[src/rtl/pfm_pkg.sv]
// package: constants and types for the pulse frequency speed meter
package pfm_pkg;
    // -------------------------------------------------------------
    // clock and timing
    // -------------------------------------------------------------
    localparam int unsigned CLK_HZ         = 125_000_000;
    localparam int unsigned SAMPLE_10_MS   = 10;
    localparam int unsigned SAMPLE_100_MS  = 100;
    localparam int unsigned SAMPLE_1S_MS   = 1000;
    localparam int unsigned STD_TIMEOUT_MS = 1000;
    localparam int unsigned WIN10_CYC      = CLK_HZ / 1000 * SAMPLE_10_MS;
    localparam int unsigned WIN100_CYC     = CLK_HZ / 1000 * SAMPLE_100_MS;
    localparam int unsigned WIN1S_CYC      = CLK_HZ / 1000 * SAMPLE_1S_MS;
    localparam int unsigned STD_TIMEOUT_CYC = CLK_HZ / 1000 * STD_TIMEOUT_MS;
    // -------------------------------------------------------------
    // frequency limits
    // -------------------------------------------------------------
    localparam logic [31:0] FREQ_MAX_1X = 32'h0001_86A0;
    localparam logic [31:0] FREQ_MAX_4X = 32'h0003_0D40;
    localparam logic [31:0] LOW_FREQ_HZ = 32'h0000_03E8;
    localparam logic [31:0] CLK_HZ_W    = 32'h0773_5940;
    // -------------------------------------------------------------
    // register map
    // -------------------------------------------------------------
    localparam logic [7:0] REG_READ_CMD  = 8'h00;
    localparam logic [7:0] REG_CONV_CMD  = 8'h04;
    localparam logic [7:0] REG_RESULT_LO = 8'h08;
    localparam logic [7:0] REG_RESULT_HI = 8'h0C;
    localparam logic [7:0] REG_STATUS    = 8'h10;
    localparam int unsigned ST_DONE = 0;
    localparam int unsigned ST_ERR  = 1;
    localparam int unsigned ST_CY   = 2;
    localparam int unsigned ST_BUSY = 3;
    // -------------------------------------------------------------
    // command codes
    // -------------------------------------------------------------
    localparam logic [15:0] RD_CMP         = 16'h0002;
    localparam logic [15:0] RD_FREQ_STD    = 16'h0003;
    localparam logic [15:0] RD_FREQ_10     = 16'h0013;
    localparam logic [15:0] RD_FREQ_100    = 16'h0023;
    localparam logic [15:0] RD_FREQ_1S     = 16'h0033;
    localparam logic [15:0] PORT_POUT_LAST = 16'h0003;
    localparam logic [15:0] PORT_HSC0      = 16'h0010;
    localparam logic [15:0] CONV_TOTAL     = 16'h0001;
    localparam logic [3:0]  METH_MAX       = 4'h3;
    localparam logic [3:0]  UNIT_MAX       = 4'h2;
    localparam logic [11:0] MUL_RPM        = 12'h03C;
    localparam logic [11:0] MUL_RPS        = 12'h001;
    localparam logic [11:0] MUL_RPH        = 12'hE10;
    localparam logic [31:0] SCALE_10       = 32'h0000_0064;
    localparam logic [31:0] SCALE_100      = 32'h0000_000A;
    localparam logic [31:0] SCALE_1S       = 32'h0000_0001;

    typedef enum logic [1:0] {METH_STD, METH_10MS, METH_100MS, METH_1S} pfm_meth_t;
    typedef enum logic {CMD_IDLE, CMD_CALC} pfm_cmd_t;
endpackage

[src/rtl/pfm_top.sv]
// file: frequency meter, speed converter and AHB-Lite register slave
// Functional notes
// [RULE_01] non-4x input: frequency 0..100000, held at maximum above 100 kHz
// [RULE_02] 4x differential input: frequency 0..200000, held at maximum above 200 kHz
// [RULE_03] standard method measures each pulse, whatever the rate; code skips pulses while dividing and reads 0 after STD_TIMEOUT_CYC
// [RULE_04] high-frequency method counts pulses over a fixed sampling window
// [RULE_05] read codes 0013, 0023, 0033 pick 10 ms, 100 ms, 1 s windows
// [RULE_06] below 1 kHz the per-pulse result is used even with a window
// [RULE_07] windowed result refreshes once per sampling window
// [RULE_08] counter reset inside a window sets carry flag on the read
// [RULE_09] frequency read returns pulse output or counter 0 frequency, two words
// [RULE_10] read code 0002 returns current range comparison bits
// [RULE_11] lowest control digit: 0 frequency-to-speed, 1 value-to-revolutions
// [RULE_12] method digit: 0 standard, 1/2/3 windows of 10/100/1000 ms
// [RULE_13] unit digit: 0 per minute, 1 per second, 2 per hour
// [RULE_14] requester gives pulses per revolution 0001..FFFF; zero is an error
// [RULE_15] error flag set on disabled counter, bad control or zero coefficient
// [RULE_16] conversion result is unsigned 32 bits over two words
// [RULE_17] frequency measurement only on counter 0; others are rejected
// [RULE_18] per minute speed is frequency over coefficient times 60
// [RULE_19] total revolutions is counter value over coefficient
// [RULE_20] quotients truncate toward zero

// -----------------------------------------------------------------
// sequential unsigned divider, one quotient bit per clock
// -----------------------------------------------------------------
module pfm_div (
    input  wire logic        clk,
    input  wire logic        rst_n,
    input  wire logic        start,
    input  wire logic [31:0] dividend,
    input  wire logic [31:0] divisor,
    output logic             busy,
    output logic             done,
    output logic [31:0]      quot
);
    logic [31:0] rem_ff;
    logic [31:0] den_ff;
    logic [5:0]  cnt_ff;
    logic [32:0] shifted;
    logic [32:0] diff;

    assign shifted = {rem_ff, quot[31]};
    assign diff    = shifted - {1'b0, den_ff};

    always_ff @(posedge clk or negedge rst_n) begin
        if (!rst_n) begin
            rem_ff <= 32'h0000_0000;
            den_ff <= 32'h0000_0000;
            quot   <= 32'h0000_0000;
            cnt_ff <= 6'h00;
            busy   <= 1'b0;
            done   <= 1'b0;
        end else begin
            done <= 1'b0;
            if (start && !busy) begin
                rem_ff <= 32'h0000_0000;
                den_ff <= divisor;
                quot   <= dividend;
                cnt_ff <= 6'h00;
                busy   <= 1'b1;
            end else if (busy) begin
                if (!diff[32]) begin // [RULE_20]
                    rem_ff <= diff[31:0];
                    quot   <= {quot[30:0], 1'b1};
                end else begin
                    rem_ff <= shifted[31:0];
                    quot   <= {quot[30:0], 1'b0};
                end
                cnt_ff <= cnt_ff + 6'h01;
                if (cnt_ff == 6'h1F) begin
                    busy <= 1'b0;
                    done <= 1'b1;
                end
            end
        end
    end
endmodule // pfm_div

module pfm_top #(
    parameter int unsigned WIN10_CYC       = pfm_pkg::WIN10_CYC,
    parameter int unsigned WIN100_CYC      = pfm_pkg::WIN100_CYC,
    parameter int unsigned WIN1S_CYC       = pfm_pkg::WIN1S_CYC,
    parameter int unsigned STD_TIMEOUT_CYC = pfm_pkg::STD_TIMEOUT_CYC
) (
    input  wire logic         hclk,
    input  wire logic         hresetn,
    input  wire logic         hsel,
    input  wire logic [31:0]  haddr,
    input  wire logic [1:0]   htrans,
    input  wire logic         hwrite,
    input  wire logic [2:0]   hsize,
    input  wire logic [31:0]  hwdata,
    input  wire logic         hready,
    output logic [31:0]       hrdata,
    output logic              hreadyout,
    output logic              hresp,
    input  wire logic         cnt_strobe,
    input  wire logic         cnt_reset,
    input  wire logic         cnt_enabled,
    input  wire logic         four_x_mode,
    input  wire logic [31:0]  cnt_pv,
    input  wire logic         cmp_active,
    input  wire logic [31:0]  cmp_results,
    input  wire logic [127:0] pout_freq
);
    // -------------------------------------------------------------
    // declarations
    // -------------------------------------------------------------
    pfm_pkg::pfm_meth_t meth_ff, c_meth;
    pfm_pkg::pfm_cmd_t  state_ff;
    logic [31:0]        per_cnt_ff, std_freq_ff, win_cnt_ff, edge_cnt_ff, rep_freq_ff;
    logic [31:0]        win_len, scale, nxt_edge, win_freq, freq_max, sdiv_q, cdiv_q;
    logic [31:0]        rd_cmd_ff, conv_cmd_ff, result_ff, c_res, c_a, rd_mux;
    logic [11:0]        mul_ff, c_mul;
    logic [7:0]         ph_addr_ff;
    logic               bad_cur_ff, last_bad_ff, win_end, meth_chg, sdiv_done, cdiv_done;
    logic               ph_wr_ff, acc, err_ff, cy_ff, done_ff, rd_go, cv_go, c_err, c_win, c_div;

    assign freq_max = four_x_mode ? pfm_pkg::FREQ_MAX_4X : pfm_pkg::FREQ_MAX_1X; // [RULE_02]

    function automatic logic [31:0] sat(input logic [31:0] f, input logic [31:0] m);
        return (f > m) ? m : f; // [RULE_01] [RULE_02]
    endfunction

    // -------------------------------------------------------------
    // per-pulse frequency
    // -------------------------------------------------------------
    always_ff @(posedge hclk or negedge hresetn) begin
        if (!hresetn) begin
            per_cnt_ff <= 32'h0000_0000;
        end else if (cnt_strobe) begin
            per_cnt_ff <= 32'h0000_0000;
        end else if (per_cnt_ff != STD_TIMEOUT_CYC) begin
            per_cnt_ff <= per_cnt_ff + 32'h0000_0001;
        end
    end

    pfm_div u_sdiv (
        .clk      (hclk),
        .rst_n    (hresetn),
        .start    (cnt_strobe), // [RULE_03]
        .dividend (pfm_pkg::CLK_HZ_W),
        .divisor  (per_cnt_ff + 32'h0000_0001),
        .busy     (),
        .done     (sdiv_done),
        .quot     (sdiv_q)
    );

    always_ff @(posedge hclk or negedge hresetn) begin
        if (!hresetn) begin
            std_freq_ff <= 32'h0000_0000;
        end else if (per_cnt_ff == STD_TIMEOUT_CYC) begin
            std_freq_ff <= 32'h0000_0000;
        end else if (sdiv_done) begin
            std_freq_ff <= sat(sdiv_q, freq_max); // [RULE_03]
        end
    end

    // -------------------------------------------------------------
    // windowed frequency
    // -------------------------------------------------------------
    always_comb begin
        case (meth_ff)
            pfm_pkg::METH_10MS: begin
                win_len = WIN10_CYC;
                scale   = pfm_pkg::SCALE_10;
            end
            pfm_pkg::METH_100MS: begin
                win_len = WIN100_CYC;
                scale   = pfm_pkg::SCALE_100;
            end
            default: begin
                win_len = WIN1S_CYC;
                scale   = pfm_pkg::SCALE_1S;
            end
        endcase
    end

    assign nxt_edge = edge_cnt_ff + {31'h0000_0000, cnt_strobe};
    assign win_freq = 32'(nxt_edge * scale); // [RULE_04]
    assign win_end  = (meth_ff != pfm_pkg::METH_STD) && (win_cnt_ff == win_len - 1);

    always_ff @(posedge hclk or negedge hresetn) begin
        if (!hresetn) begin
            win_cnt_ff  <= 32'h0000_0000;
            edge_cnt_ff <= 32'h0000_0000;
        end else if (meth_chg || win_end) begin
            win_cnt_ff  <= 32'h0000_0000;
            edge_cnt_ff <= 32'h0000_0000;
        end else begin
            win_cnt_ff  <= win_cnt_ff + 32'h0000_0001;
            edge_cnt_ff <= nxt_edge; // [RULE_04]
        end
    end

    always_ff @(posedge hclk or negedge hresetn) begin
        if (!hresetn) begin
            rep_freq_ff <= 32'h0000_0000;
        end else if (meth_ff == pfm_pkg::METH_STD) begin
            rep_freq_ff <= std_freq_ff; // [RULE_03]
        end else if (win_end) begin
            if (win_freq < pfm_pkg::LOW_FREQ_HZ) begin
                rep_freq_ff <= std_freq_ff; // [RULE_06]
            end else begin
                rep_freq_ff <= sat(win_freq, freq_max); // [RULE_07] [RULE_01] [RULE_02]
            end
        end
    end

    // counter reset during a window marks that window unreliable; set wins
    always_ff @(posedge hclk or negedge hresetn) begin
        if (!hresetn) begin
            bad_cur_ff  <= 1'b0;
            last_bad_ff <= 1'b0;
        end else begin
            if (win_end) begin
                last_bad_ff <= bad_cur_ff | cnt_reset; // [RULE_08]
            end
            if (win_end || meth_chg) begin
                bad_cur_ff <= cnt_reset;
            end else if (cnt_reset) begin
                bad_cur_ff <= 1'b1; // [RULE_08]
            end
        end
    end

    // -------------------------------------------------------------
    // command decode
    // -------------------------------------------------------------
    assign rd_go = ph_wr_ff && (ph_addr_ff == pfm_pkg::REG_READ_CMD) && (state_ff == pfm_pkg::CMD_IDLE);
    assign cv_go = ph_wr_ff && (ph_addr_ff == pfm_pkg::REG_CONV_CMD) && (state_ff == pfm_pkg::CMD_IDLE);

    always_comb begin
        c_err  = 1'b0;
        c_win  = 1'b0;
        c_div  = 1'b0;
        c_res  = result_ff;
        c_meth = meth_ff;
        c_a    = rep_freq_ff;
        c_mul  = pfm_pkg::MUL_RPS;
        if (rd_go) begin
            if (hwdata[15:0] == pfm_pkg::RD_CMP) begin
                if (hwdata[31:16] != pfm_pkg::PORT_HSC0 || !cmp_active) begin
                    c_err = 1'b1;
                end else begin
                    c_res = cmp_results; // [RULE_10]
                end
            end else if (hwdata[15:0] == pfm_pkg::RD_FREQ_STD &&
                         hwdata[31:16] <= pfm_pkg::PORT_POUT_LAST) begin
                c_res = pout_freq[{hwdata[17:16], 5'h00} +: 32]; // [RULE_09]
            end else if ((hwdata[15:0] == pfm_pkg::RD_FREQ_STD ||
                          hwdata[15:0] == pfm_pkg::RD_FREQ_10 ||
                          hwdata[15:0] == pfm_pkg::RD_FREQ_100 ||
                          hwdata[15:0] == pfm_pkg::RD_FREQ_1S) &&
                         hwdata[31:16] == pfm_pkg::PORT_HSC0 && cnt_enabled) begin // [RULE_17]
                c_meth = pfm_pkg::pfm_meth_t'(hwdata[5:4]); // [RULE_05]
                c_res  = rep_freq_ff; // [RULE_09]
                c_win  = (hwdata[5:4] != 2'h0);
            end else begin
                c_err = 1'b1; // [RULE_17]
            end
        end else if (cv_go) begin
            if (!cnt_enabled || hwdata[31:16] == 16'h0000 || hwdata[15:12] != 4'h0) begin
                c_err = 1'b1; // [RULE_15] [RULE_14]
            end else if (hwdata[3:0] == 4'h0) begin // [RULE_11]
                if (hwdata[7:4] > pfm_pkg::METH_MAX || hwdata[11:8] > pfm_pkg::UNIT_MAX) begin
                    c_err = 1'b1; // [RULE_15]
                end else begin
                    c_meth = pfm_pkg::pfm_meth_t'(hwdata[5:4]); // [RULE_12]
                    c_win  = (hwdata[5:4] != 2'h0);
                    c_div  = 1'b1;
                    if (hwdata[9:8] == 2'h0) begin
                        c_mul = pfm_pkg::MUL_RPM; // [RULE_13] [RULE_18]
                    end else if (hwdata[9:8] == 2'h2) begin
                        c_mul = pfm_pkg::MUL_RPH; // [RULE_13]
                    end
                end
            end else if (hwdata[15:0] == pfm_pkg::CONV_TOTAL) begin
                c_a   = cnt_pv; // [RULE_19]
                c_div = 1'b1;
            end else begin
                c_err = 1'b1; // [RULE_15]
            end
        end
    end

    assign meth_chg = (c_meth != meth_ff);

    pfm_div u_cdiv (
        .clk      (hclk),
        .rst_n    (hresetn),
        .start    (c_div),
        .dividend (c_a),
        .divisor  ({16'h0000, hwdata[31:16]}),
        .busy     (),
        .done     (cdiv_done),
        .quot     (cdiv_q)
    );

    // -------------------------------------------------------------
    // command state and results
    // -------------------------------------------------------------
    always_ff @(posedge hclk or negedge hresetn) begin
        if (!hresetn) begin
            state_ff    <= pfm_pkg::CMD_IDLE;
            meth_ff     <= pfm_pkg::METH_STD;
            rd_cmd_ff   <= 32'h0000_0000;
            conv_cmd_ff <= 32'h0000_0000;
            result_ff   <= 32'h0000_0000;
            err_ff      <= 1'b0;
            cy_ff       <= 1'b0;
            done_ff     <= 1'b0;
            mul_ff      <= pfm_pkg::MUL_RPS;
        end else begin
            meth_ff <= c_meth;
            if (rd_go) begin
                rd_cmd_ff <= hwdata;
            end
            if (cv_go) begin
                conv_cmd_ff <= hwdata;
            end
            if (rd_go || cv_go) begin
                err_ff    <= c_err; // [RULE_15]
                cy_ff     <= !c_err && c_win && last_bad_ff; // [RULE_08]
                result_ff <= c_res;
                mul_ff    <= c_mul;
                done_ff   <= !c_div;
                state_ff  <= c_div ? pfm_pkg::CMD_CALC : pfm_pkg::CMD_IDLE;
            end else if (state_ff == pfm_pkg::CMD_CALC && cdiv_done) begin
                result_ff <= 32'(cdiv_q * mul_ff); // [RULE_18] [RULE_16] [RULE_20]
                done_ff   <= 1'b1;
                state_ff  <= pfm_pkg::CMD_IDLE;
            end
        end
    end

    // -------------------------------------------------------------
    // AHB-Lite slave
    // -------------------------------------------------------------
    assign acc = hsel && htrans[1] && hready;

    always_comb begin
        if (haddr[7:0] == pfm_pkg::REG_READ_CMD) begin
            rd_mux = rd_cmd_ff;
        end else if (haddr[7:0] == pfm_pkg::REG_CONV_CMD) begin
            rd_mux = conv_cmd_ff;
        end else if (haddr[7:0] == pfm_pkg::REG_RESULT_LO) begin
            rd_mux = {16'h0000, result_ff[15:0]}; // [RULE_16]
        end else if (haddr[7:0] == pfm_pkg::REG_RESULT_HI) begin
            rd_mux = {16'h0000, result_ff[31:16]}; // [RULE_16]
        end else if (haddr[7:0] == pfm_pkg::REG_STATUS) begin
            rd_mux = 32'h0000_0000;
            rd_mux[pfm_pkg::ST_DONE] = done_ff;
            rd_mux[pfm_pkg::ST_ERR]  = err_ff;
            rd_mux[pfm_pkg::ST_CY]   = cy_ff;
            rd_mux[pfm_pkg::ST_BUSY] = (state_ff == pfm_pkg::CMD_CALC);
        end else begin
            rd_mux = 32'h0000_0000;
        end
    end

    always_ff @(posedge hclk or negedge hresetn) begin
        if (!hresetn) begin
            ph_wr_ff   <= 1'b0;
            ph_addr_ff <= 8'h00;
            hrdata     <= 32'h0000_0000;
            hreadyout  <= 1'b1;
            hresp      <= 1'b0;
        end else begin
            ph_wr_ff   <= acc && hwrite;
            ph_addr_ff <= haddr[7:0];
            hreadyout  <= 1'b1;
            hresp      <= 1'b0;
            if (acc && !hwrite) begin
                hrdata <= rd_mux;
            end
        end
    end
endmodule // pfm_top

[config.mk]
export PLATFORM = sky130hd
export DESIGN_NAME = pfm_top
export DESIGN_NICKNAME = d
export VERILOG_FILES = /design/src/rtl/pfm_pkg.sv /design/src/rtl/pfm_top.sv
export SDC_FILE = /design/constraint.sdc
export NUM_CORES = 2
export LEC_CHECK = 0
export BUFFER_PORTS_ARGS = -buffer_cell sky130_fd_sc_hd__buf_2
export CAP_MARGIN = 30
export CORE_ASPECT_RATIO = 1.25
export CORE_MARGIN = 8
export CORE_UTILIZATION = 30
export CTS_BUF_LIST = sky130_fd_sc_hd__clkbuf_4 sky130_fd_sc_hd__clkbuf_8
export CTS_CLUSTER_DIAMETER = 60
export DETAILED_ROUTE_END_ITERATION = 12
export HOLD_SLACK_MARGIN = 0.02
export SLEW_MARGIN = 30
export SYNTH_ARGS = -nofsm -noshare
export SYNTH_HDL_FRONTEND = slang
export SYNTH_SLANG_ARGS = --single-unit
[constraint.sdc]
create_clock -name hclk -period 9.2 [get_ports hclk]
set_input_delay 0 -clock hclk [delete_from_list [all_inputs] [get_ports hclk]]
set_output_delay 0 -clock hclk [all_outputs]
set_load 0.05 [all_outputs]
After elaboration in Yosys (flattened, before gate mapping)
Index checks and enable logic that the tools add are counted.
W data, S select, Z words.
{ "classes": {"n_addsub": 8, "mul": 2, "magnitude_cmp": 6, "n_eq_ne": 25, "n_shift": 1, "mux": 105, "bitwise_logic": 2, "reduce_logical": 50} }
{ "ops": {"columns": ["operator", "n"], "rows": [
  ["$mux W32", 35],
  ["$shiftx A128 B8 Y32", 1],
  ["$mux W12", 7],
  ["$add A32 B1 Y32 const B", 2],
  ["$gt A32 B18 Y1", 2],
  ["$pmux W27 S2", 1],
  ["$mux W1", 45],
  ["$sub A33 B16 Y33", 1],
  ["$sub A33 B32 Y33", 1],
  ["$add A32 B1 Y32", 1],
  ["$eq A16 B2 Y1 const B", 2],
  ["$eq A16 B5 Y1 const B", 2],
  ["$eq A16 B6 Y1 const B", 2],
  ["$eq A32 B27 Y1 const B", 1],
  ["$eq A32 B32 Y1", 1],
  ["$lt A32 B10 Y1 const B", 1],
  ["$mul A32 B12 Y32", 1],
  ["$mul A32 B32 Y32", 1],
  ["$mux W16", 2],
  ["$ne A32 B27 Y1 const B", 1],
  ["$sub A32 B1 Y32 const B", 1],
  ["$mux W6", 4],
  ["$mux W18", 1],
  ["$reduce_bool A2 Y1", 9],
  ["other kinds (29)", 74]
]} }
{ "word_totals": {"ff_bits": 509, "out_inout_bits": 34, "word_cells": 230} }

Logic depth before layout (Yosys ltp)
{ "depth": {"word_depth": 13, "ltp_mapped": 31} }

Modules after synthesis
A second synthesis with hierarchy kept.
{ "hier_totals": {"hier_cells": 4443, "hier_area_um2": 41390.9} }
{ "by_module_without_submodules": {"columns": ["mod", "n_inst", "cells_per_inst", "area_each_um2"], "rows": [
  ["pfm_top", 1, 3095, 28646.2],
  ["pfm_div (u_cdiv)", 1, 684, 6411.1],
  ["pfm_div (u_sdiv)", 1, 664, 6333.6]
]} }

Least setup slack after synthesis
Ideal clock, no wire load.
{ "synth_path": {"path_type": "reg2reg", "startpoint": "register edge_cnt_ff[0]", "endpoint": "register rep_freq_ff[10]", "arrival_time_ns": 6.890, "slack_ns": 2.184, "stages_incl_launch_ff": 30, "path_buffers": 2, "synth_period_minus_slack_ns": 7.016, "cell_sequence": "dfrtp_1 ha_1 ha_1 nand4_1 or2_2 nor3_1 nand4_1 xor2_1 nor2b_1 inv_1 fa_1 inv_1 fa_1 fa_1 inv_1 fa_1 inv_1 ha_1 clkbuf_1 a21oi_1 o21ai_0 nand2b_1 a2111oi_1 o21bai_1 a21o_1 xor2_1 o2111ai_2 buf_4 o21ai_0 nand3_1"} }
{ "synth_between": {"elab_chain_cells": 7, "word_cells_on_any_way": 8, "cone_classes": "add/sub (1); mul (1); order compare (2); mux (4)"} }
{ "synth_rtl": {"columns": ["element", "line", "source"], "rows": [
  ["start: declaration", "pfm_top.sv:112", "logic [31:0] per_cnt_ff, std_freq_ff, win_cnt_ff, edge_cnt_ff, rep_freq_ff;"],
  ["start signal: assignment", "pfm_top.sv:193", "edge_cnt_ff <= nxt_edge;"],
  ["$add A32 B1 Y32 (*)", "pfm_top.sv:180", "assign nxt_edge = edge_cnt_ff + {31'h0000_0000, cnt_strobe};"],
  ["$mul A32 B32 Y32 (*)", "pfm_top.sv:181", "assign win_freq = 32'(nxt_edge * scale);"],
  ["$gt A32 B18 Y1", "pfm_top.sv:123", "return (f > m) ? m : f;"],
  ["$mux W32", "pfm_top.sv:123", null],
  ["$mux W32 (*)", "pfm_top.sv:203", "if (win_freq < pfm_pkg::LOW_FREQ_HZ) begin"],
  ["$mux W32 (*)", "pfm_top.sv:202", "end else if (win_end) begin"],
  ["$mux W32 (*)", "pfm_top.sv:200", "end else if (meth_ff == pfm_pkg::METH_STD) begin"],
  ["end signal: assignment", "pfm_top.sv:201", "rep_freq_ff <= std_freq_ff;"],
  ["end signal: assignment", "pfm_top.sv:204", "rep_freq_ff <= std_freq_ff;"],
  ["end signal: assignment", "pfm_top.sv:206", "rep_freq_ff <= sat(win_freq, freq_max);"],
  ["end: declaration", "pfm_top.sv:112", null]
]} }
Mark *: on every way between the ends. The rest lies on a longest branch, timed or not. The select of a mux whose other input is x is not followed.
A chain may end at the register's enable or synchronous reset.

Worst setup path after layout
{ "layout_path": {"startpoint": "register edge_cnt_ff[0]", "endpoint": "register rep_freq_ff[0]"} }
The elaborated chain is that of the path after synthesis.

==> results_dict.tcl <==
set metrics [dict create \
    status "completed" \
    dp.cells 6178 \
    die_h_um 419.1 \
    die-area_mm2 0.1418 \
    synth_common_cells "529 x nand2_1, 500 x dfrtp_1, 485 x inv_1, 295 x nor2_1, 281 x o21ai_0" \
    layoutNonFillerInstCount 6476 \
    fin_ws_ps 774.2 \
    reg2reg_from "edge_cnt_ff[0]" \
    antenna_found_initial 19 \
    synth_top_area_frac 0.3209 \
    drt_pass1_iterations 5 \
    finalSetupTns_ps 0 \
    core_region_area_mm2 0.1296 \
    p_comb_frac 0.296 \
    finalHoldViolations 0 \
    end_kind "register" \
    arrival_ps 9030 \
    cp-start-kind "register" \
    skew_ps 36.82 \
    place_congestion 0.8826 \
    synth_area_leader_cell "dfrtp_1" \
    cts_resized 0 \
    max_stage_delay_ps 590 \
    start_util 0.3008 \
    min_from "cmp_results[1]" \
    portBuffers 274 \
    post_drt_wl_per_cell_um 17.78 \
    synth_warnings 0 \
    post-route-period-util 0.9158 \
    grt-ovfl-total 0 \
    critical_path_class "reg -> reg" \
    crit_slowest_cell "nor3_1" \
    power_mw 7.043 \
    min_to "result_ff[1]" \
    rsz0062_at_grt "false" \
    fin_nets 5414 \
    relSlewSlack 0.3799 \
    drtIter0Drc 1786 \
    cts_hold_buffers 130 \
    seqCellArea_mm2 0.01254 \
    synthToLayoutAreaGrowth_pct 17.07 \
    cp_data_required_time_ps 9810 \
    r2r_slack_ps 770 \
    htreeDepth 3 \
    fill_cells 13330 \
    clock_latency_ps 730 \
    crit_fanout 15 \
    postRouteAntennaNets 0 \
    viasPerCell 4.910 \
    synthArstFlopShare 1.000 \
    leakage_nw 21.25 \
    grt_pass1_wl_mm 185.2 \
    rr_endpoint "rep_freq_ff[0]" \
    ios 305 \
    die_w_um 338.5 \
    p_per_area_mw_per_mm2 154.3 \
    grt_max_degree 168 \
    dp_hpwl_mm 87.65 \
    synthFlopType "dfrtp_1" \
    std_cell_rows 148 \
    cts_buffers 85 \
    synth_fp_nets 5057 \
    setup_viol 0 \
    drt_wl_total_mm 115.1 \
    track_usage 0.1607 \
    finalMaxSlewViolations 0 \
    drive_gt1_frac 0.1348 \
    synth.area.top_cells "dfrtp_1 32%, fa_1 12%, ha_1 7.7%" \
    yosysMostFrequentCell "nand2_1" \
    seqPwrFrac 0.382 \
    clock_sinks 501 \
    cts.reportedPaths.clkPinSlew_ps 70 \
    syn_area_mm2 0.03899 \
    clock_path_buffers 3 \
    post-route-util 0.3522 \
    p_clk_frac 0.323 \
    max_freq_mhz 118.7 \
    syn_avg_cell_area_um2 9.039 \
    p_int_mw 4.682 \
    r2r_cells 28 \
    hp-class "in -> reg" \
    holdPathStages 5 \
    vias 31800 \
    root_buffer "clkbuf_8" \
    post_cts_buffers 0 \
    period_needed_ps 8426 \
    netSwitchingFraction 0.3352 \
    p_sw_mw 2.361 \
    dpl_worst_slack_ps 990.5 \
    netlist_instances 4314 \
    drv_cap 0 \
    max_slew.worst_pin.slew_ps 906.7 \
    vdd_ir_drop_max_mv 0.1301 \
    drc 0 \
    multi_input_area_mm2 0.02402 \
    crit_buf_inv 4 \
    yosysSeqAreaShare 0.3215 \
    synth_seq_cells 501 \
    cts_tree "built" \
    synth-edff-count 0 \
    grt_pass1_vias 33220 \
    path_delay_family "adder cells" \
    ys_types 92 \
]
[placed cells by master, fill, tap and decap left out, types with 31 or more instances in the layout]
| cell type | instances |
|---|---|
| nand2_1 | 527 |
| dfrtp_1 | 497 |
| inv_1 | 484 |
| nor2_1 | 291 |
| o21ai_0 | 281 |
| buf_2 | 273 |
| ha_1 | 241 |
| fa_1 | 231 |
| a21oi_1 | 196 |
| and2_1 | 161 |
| xnor2_1 | 130 |
| dlygate4sd3_1 | 129 |
| xor2_1 | 124 |
| clkbuf_8 | 106 |
| nand3_1 | 78 |
| nor3_1 | 75 |
| nand2b_1 | 64 |
| a22o_1 | 61 |
| mux2i_1 | 52 |
| buf_4 | 48 |
| a21o_1 | 42 |
| mux2_2 | 34 |
| nand4_1 | 33 |
| nor2b_1 | 32 |
| o21a_1 | 32 |
| mux4_2 | 32 |
| o22ai_1 | 31 |
[logic make-up after synthesis]
family | count (synthesis) | synth area share
other cells | 2 | 0.0001926
fa+ha+maj | 472 | 0.1959
xor+xnor | 261 | 0.05994
mux | 119 | 0.04194
compound gates | 861 | 0.1399
simple gates | 1424 | 0.1748
buf+inv | 674 | 0.06574
flops | 501 | 0.3215
[power groups by stage]
stage | Combinational, mW | Sequential [mW] | Clock, mW
floorplan | 1.56 | 2.66 | 0
global placement | 1.99 | 2.72 | 0
detailed placement | 2.04 | 2.72 | 0
CTS | 2.10 | 2.69 | 2.34
global route | 2.35 | 2.72 | 2.43
finish | 2.08 | 2.69 | 2.27
[state kept, by name, indices dropped and copies added (netlist names), 2 cells and up]
| register | count |
|---|---|
| mul_ff | 4 |
| ph_addr_ff | 8 |
| result_ff | 32 |
| rd_cmd_ff | 32 |
| conv_cmd_ff | 32 |
| u_cdiv.rem_ff | 32 |
| u_sdiv.quot | 32 |
| std_freq_ff | 32 |
| meth_ff | 2 |
| u_cdiv.den_ff | 16 |
| edge_cnt_ff | 32 |
| hrdata | 32 |
| per_cnt_ff | 32 |
| win_cnt_ff | 32 |
| u_cdiv.quot | 32 |
| u_sdiv.cnt_ff | 6 |
| rep_freq_ff | 32 |
| u_cdiv.cnt_ff | 6 |
| u_sdiv.rem_ff | 32 |
| u_sdiv.den_ff | 32 |
[final cells by class]
class,count,area share
inverter,485,0.03988
tap,1725,0.04728
antenna,11,0.0006030
clock buffer,128,0.03558
timing repair buffer,459,0.06948
clock inverter,28,0.006386
sequential,501,0.2747
multi-input combinational,3139,0.5261
[tightest hold or removal path, stage by stage]
cell	delay (ps)
buf_2	80
o22ai_1	160
nor3_1	180
a31oi_1	130
o21ai_0	160
[layer usage]
metal,vias up,track usage,share of wire
met2,774,0.2725,0.47
met4,4,0.06237,0.038
li1,15230,-,-
met3,213,0.03226,0.053
met5,-,0,0.00023
met1,15580,0.2013,0.43
[metrics by stage]
| stage | hold WS [ps] | instance area [µm²] |
|---|---|---|
| CTS | 20.00 | 45570 |
| global placement | -15.87 | 42270 |
| detailed placement | 0.2828 | 42340 |
| floorplan | -295.6 | 38990 |
| global route | 88.71 | 45640 |
| finish | 56.87 | 45650 |
[how the worst max path moves through the flow]
stage / startpoint / endpoint / slack, ps / depth (start not counted)
after CTS: edge_cnt_ff[0] / rep_freq_ff[0] / 920 / 27
after floorplan: edge_cnt_ff[0] / rep_freq_ff[10] / 2180 / 29
final: edge_cnt_ff[0] / rep_freq_ff[0] / 770 / 28
after detailed placement: edge_cnt_ff[0] / rep_freq_ff[0] / 990 / 27
after global routing: edge_cnt_ff[0] / rep_freq_ff[0] / 100 / 26
after global placement: edge_cnt_ff[0] / rep_freq_ff[0] / 1150 / 27
No activity file was read; power rests on OpenSTA's default activity.
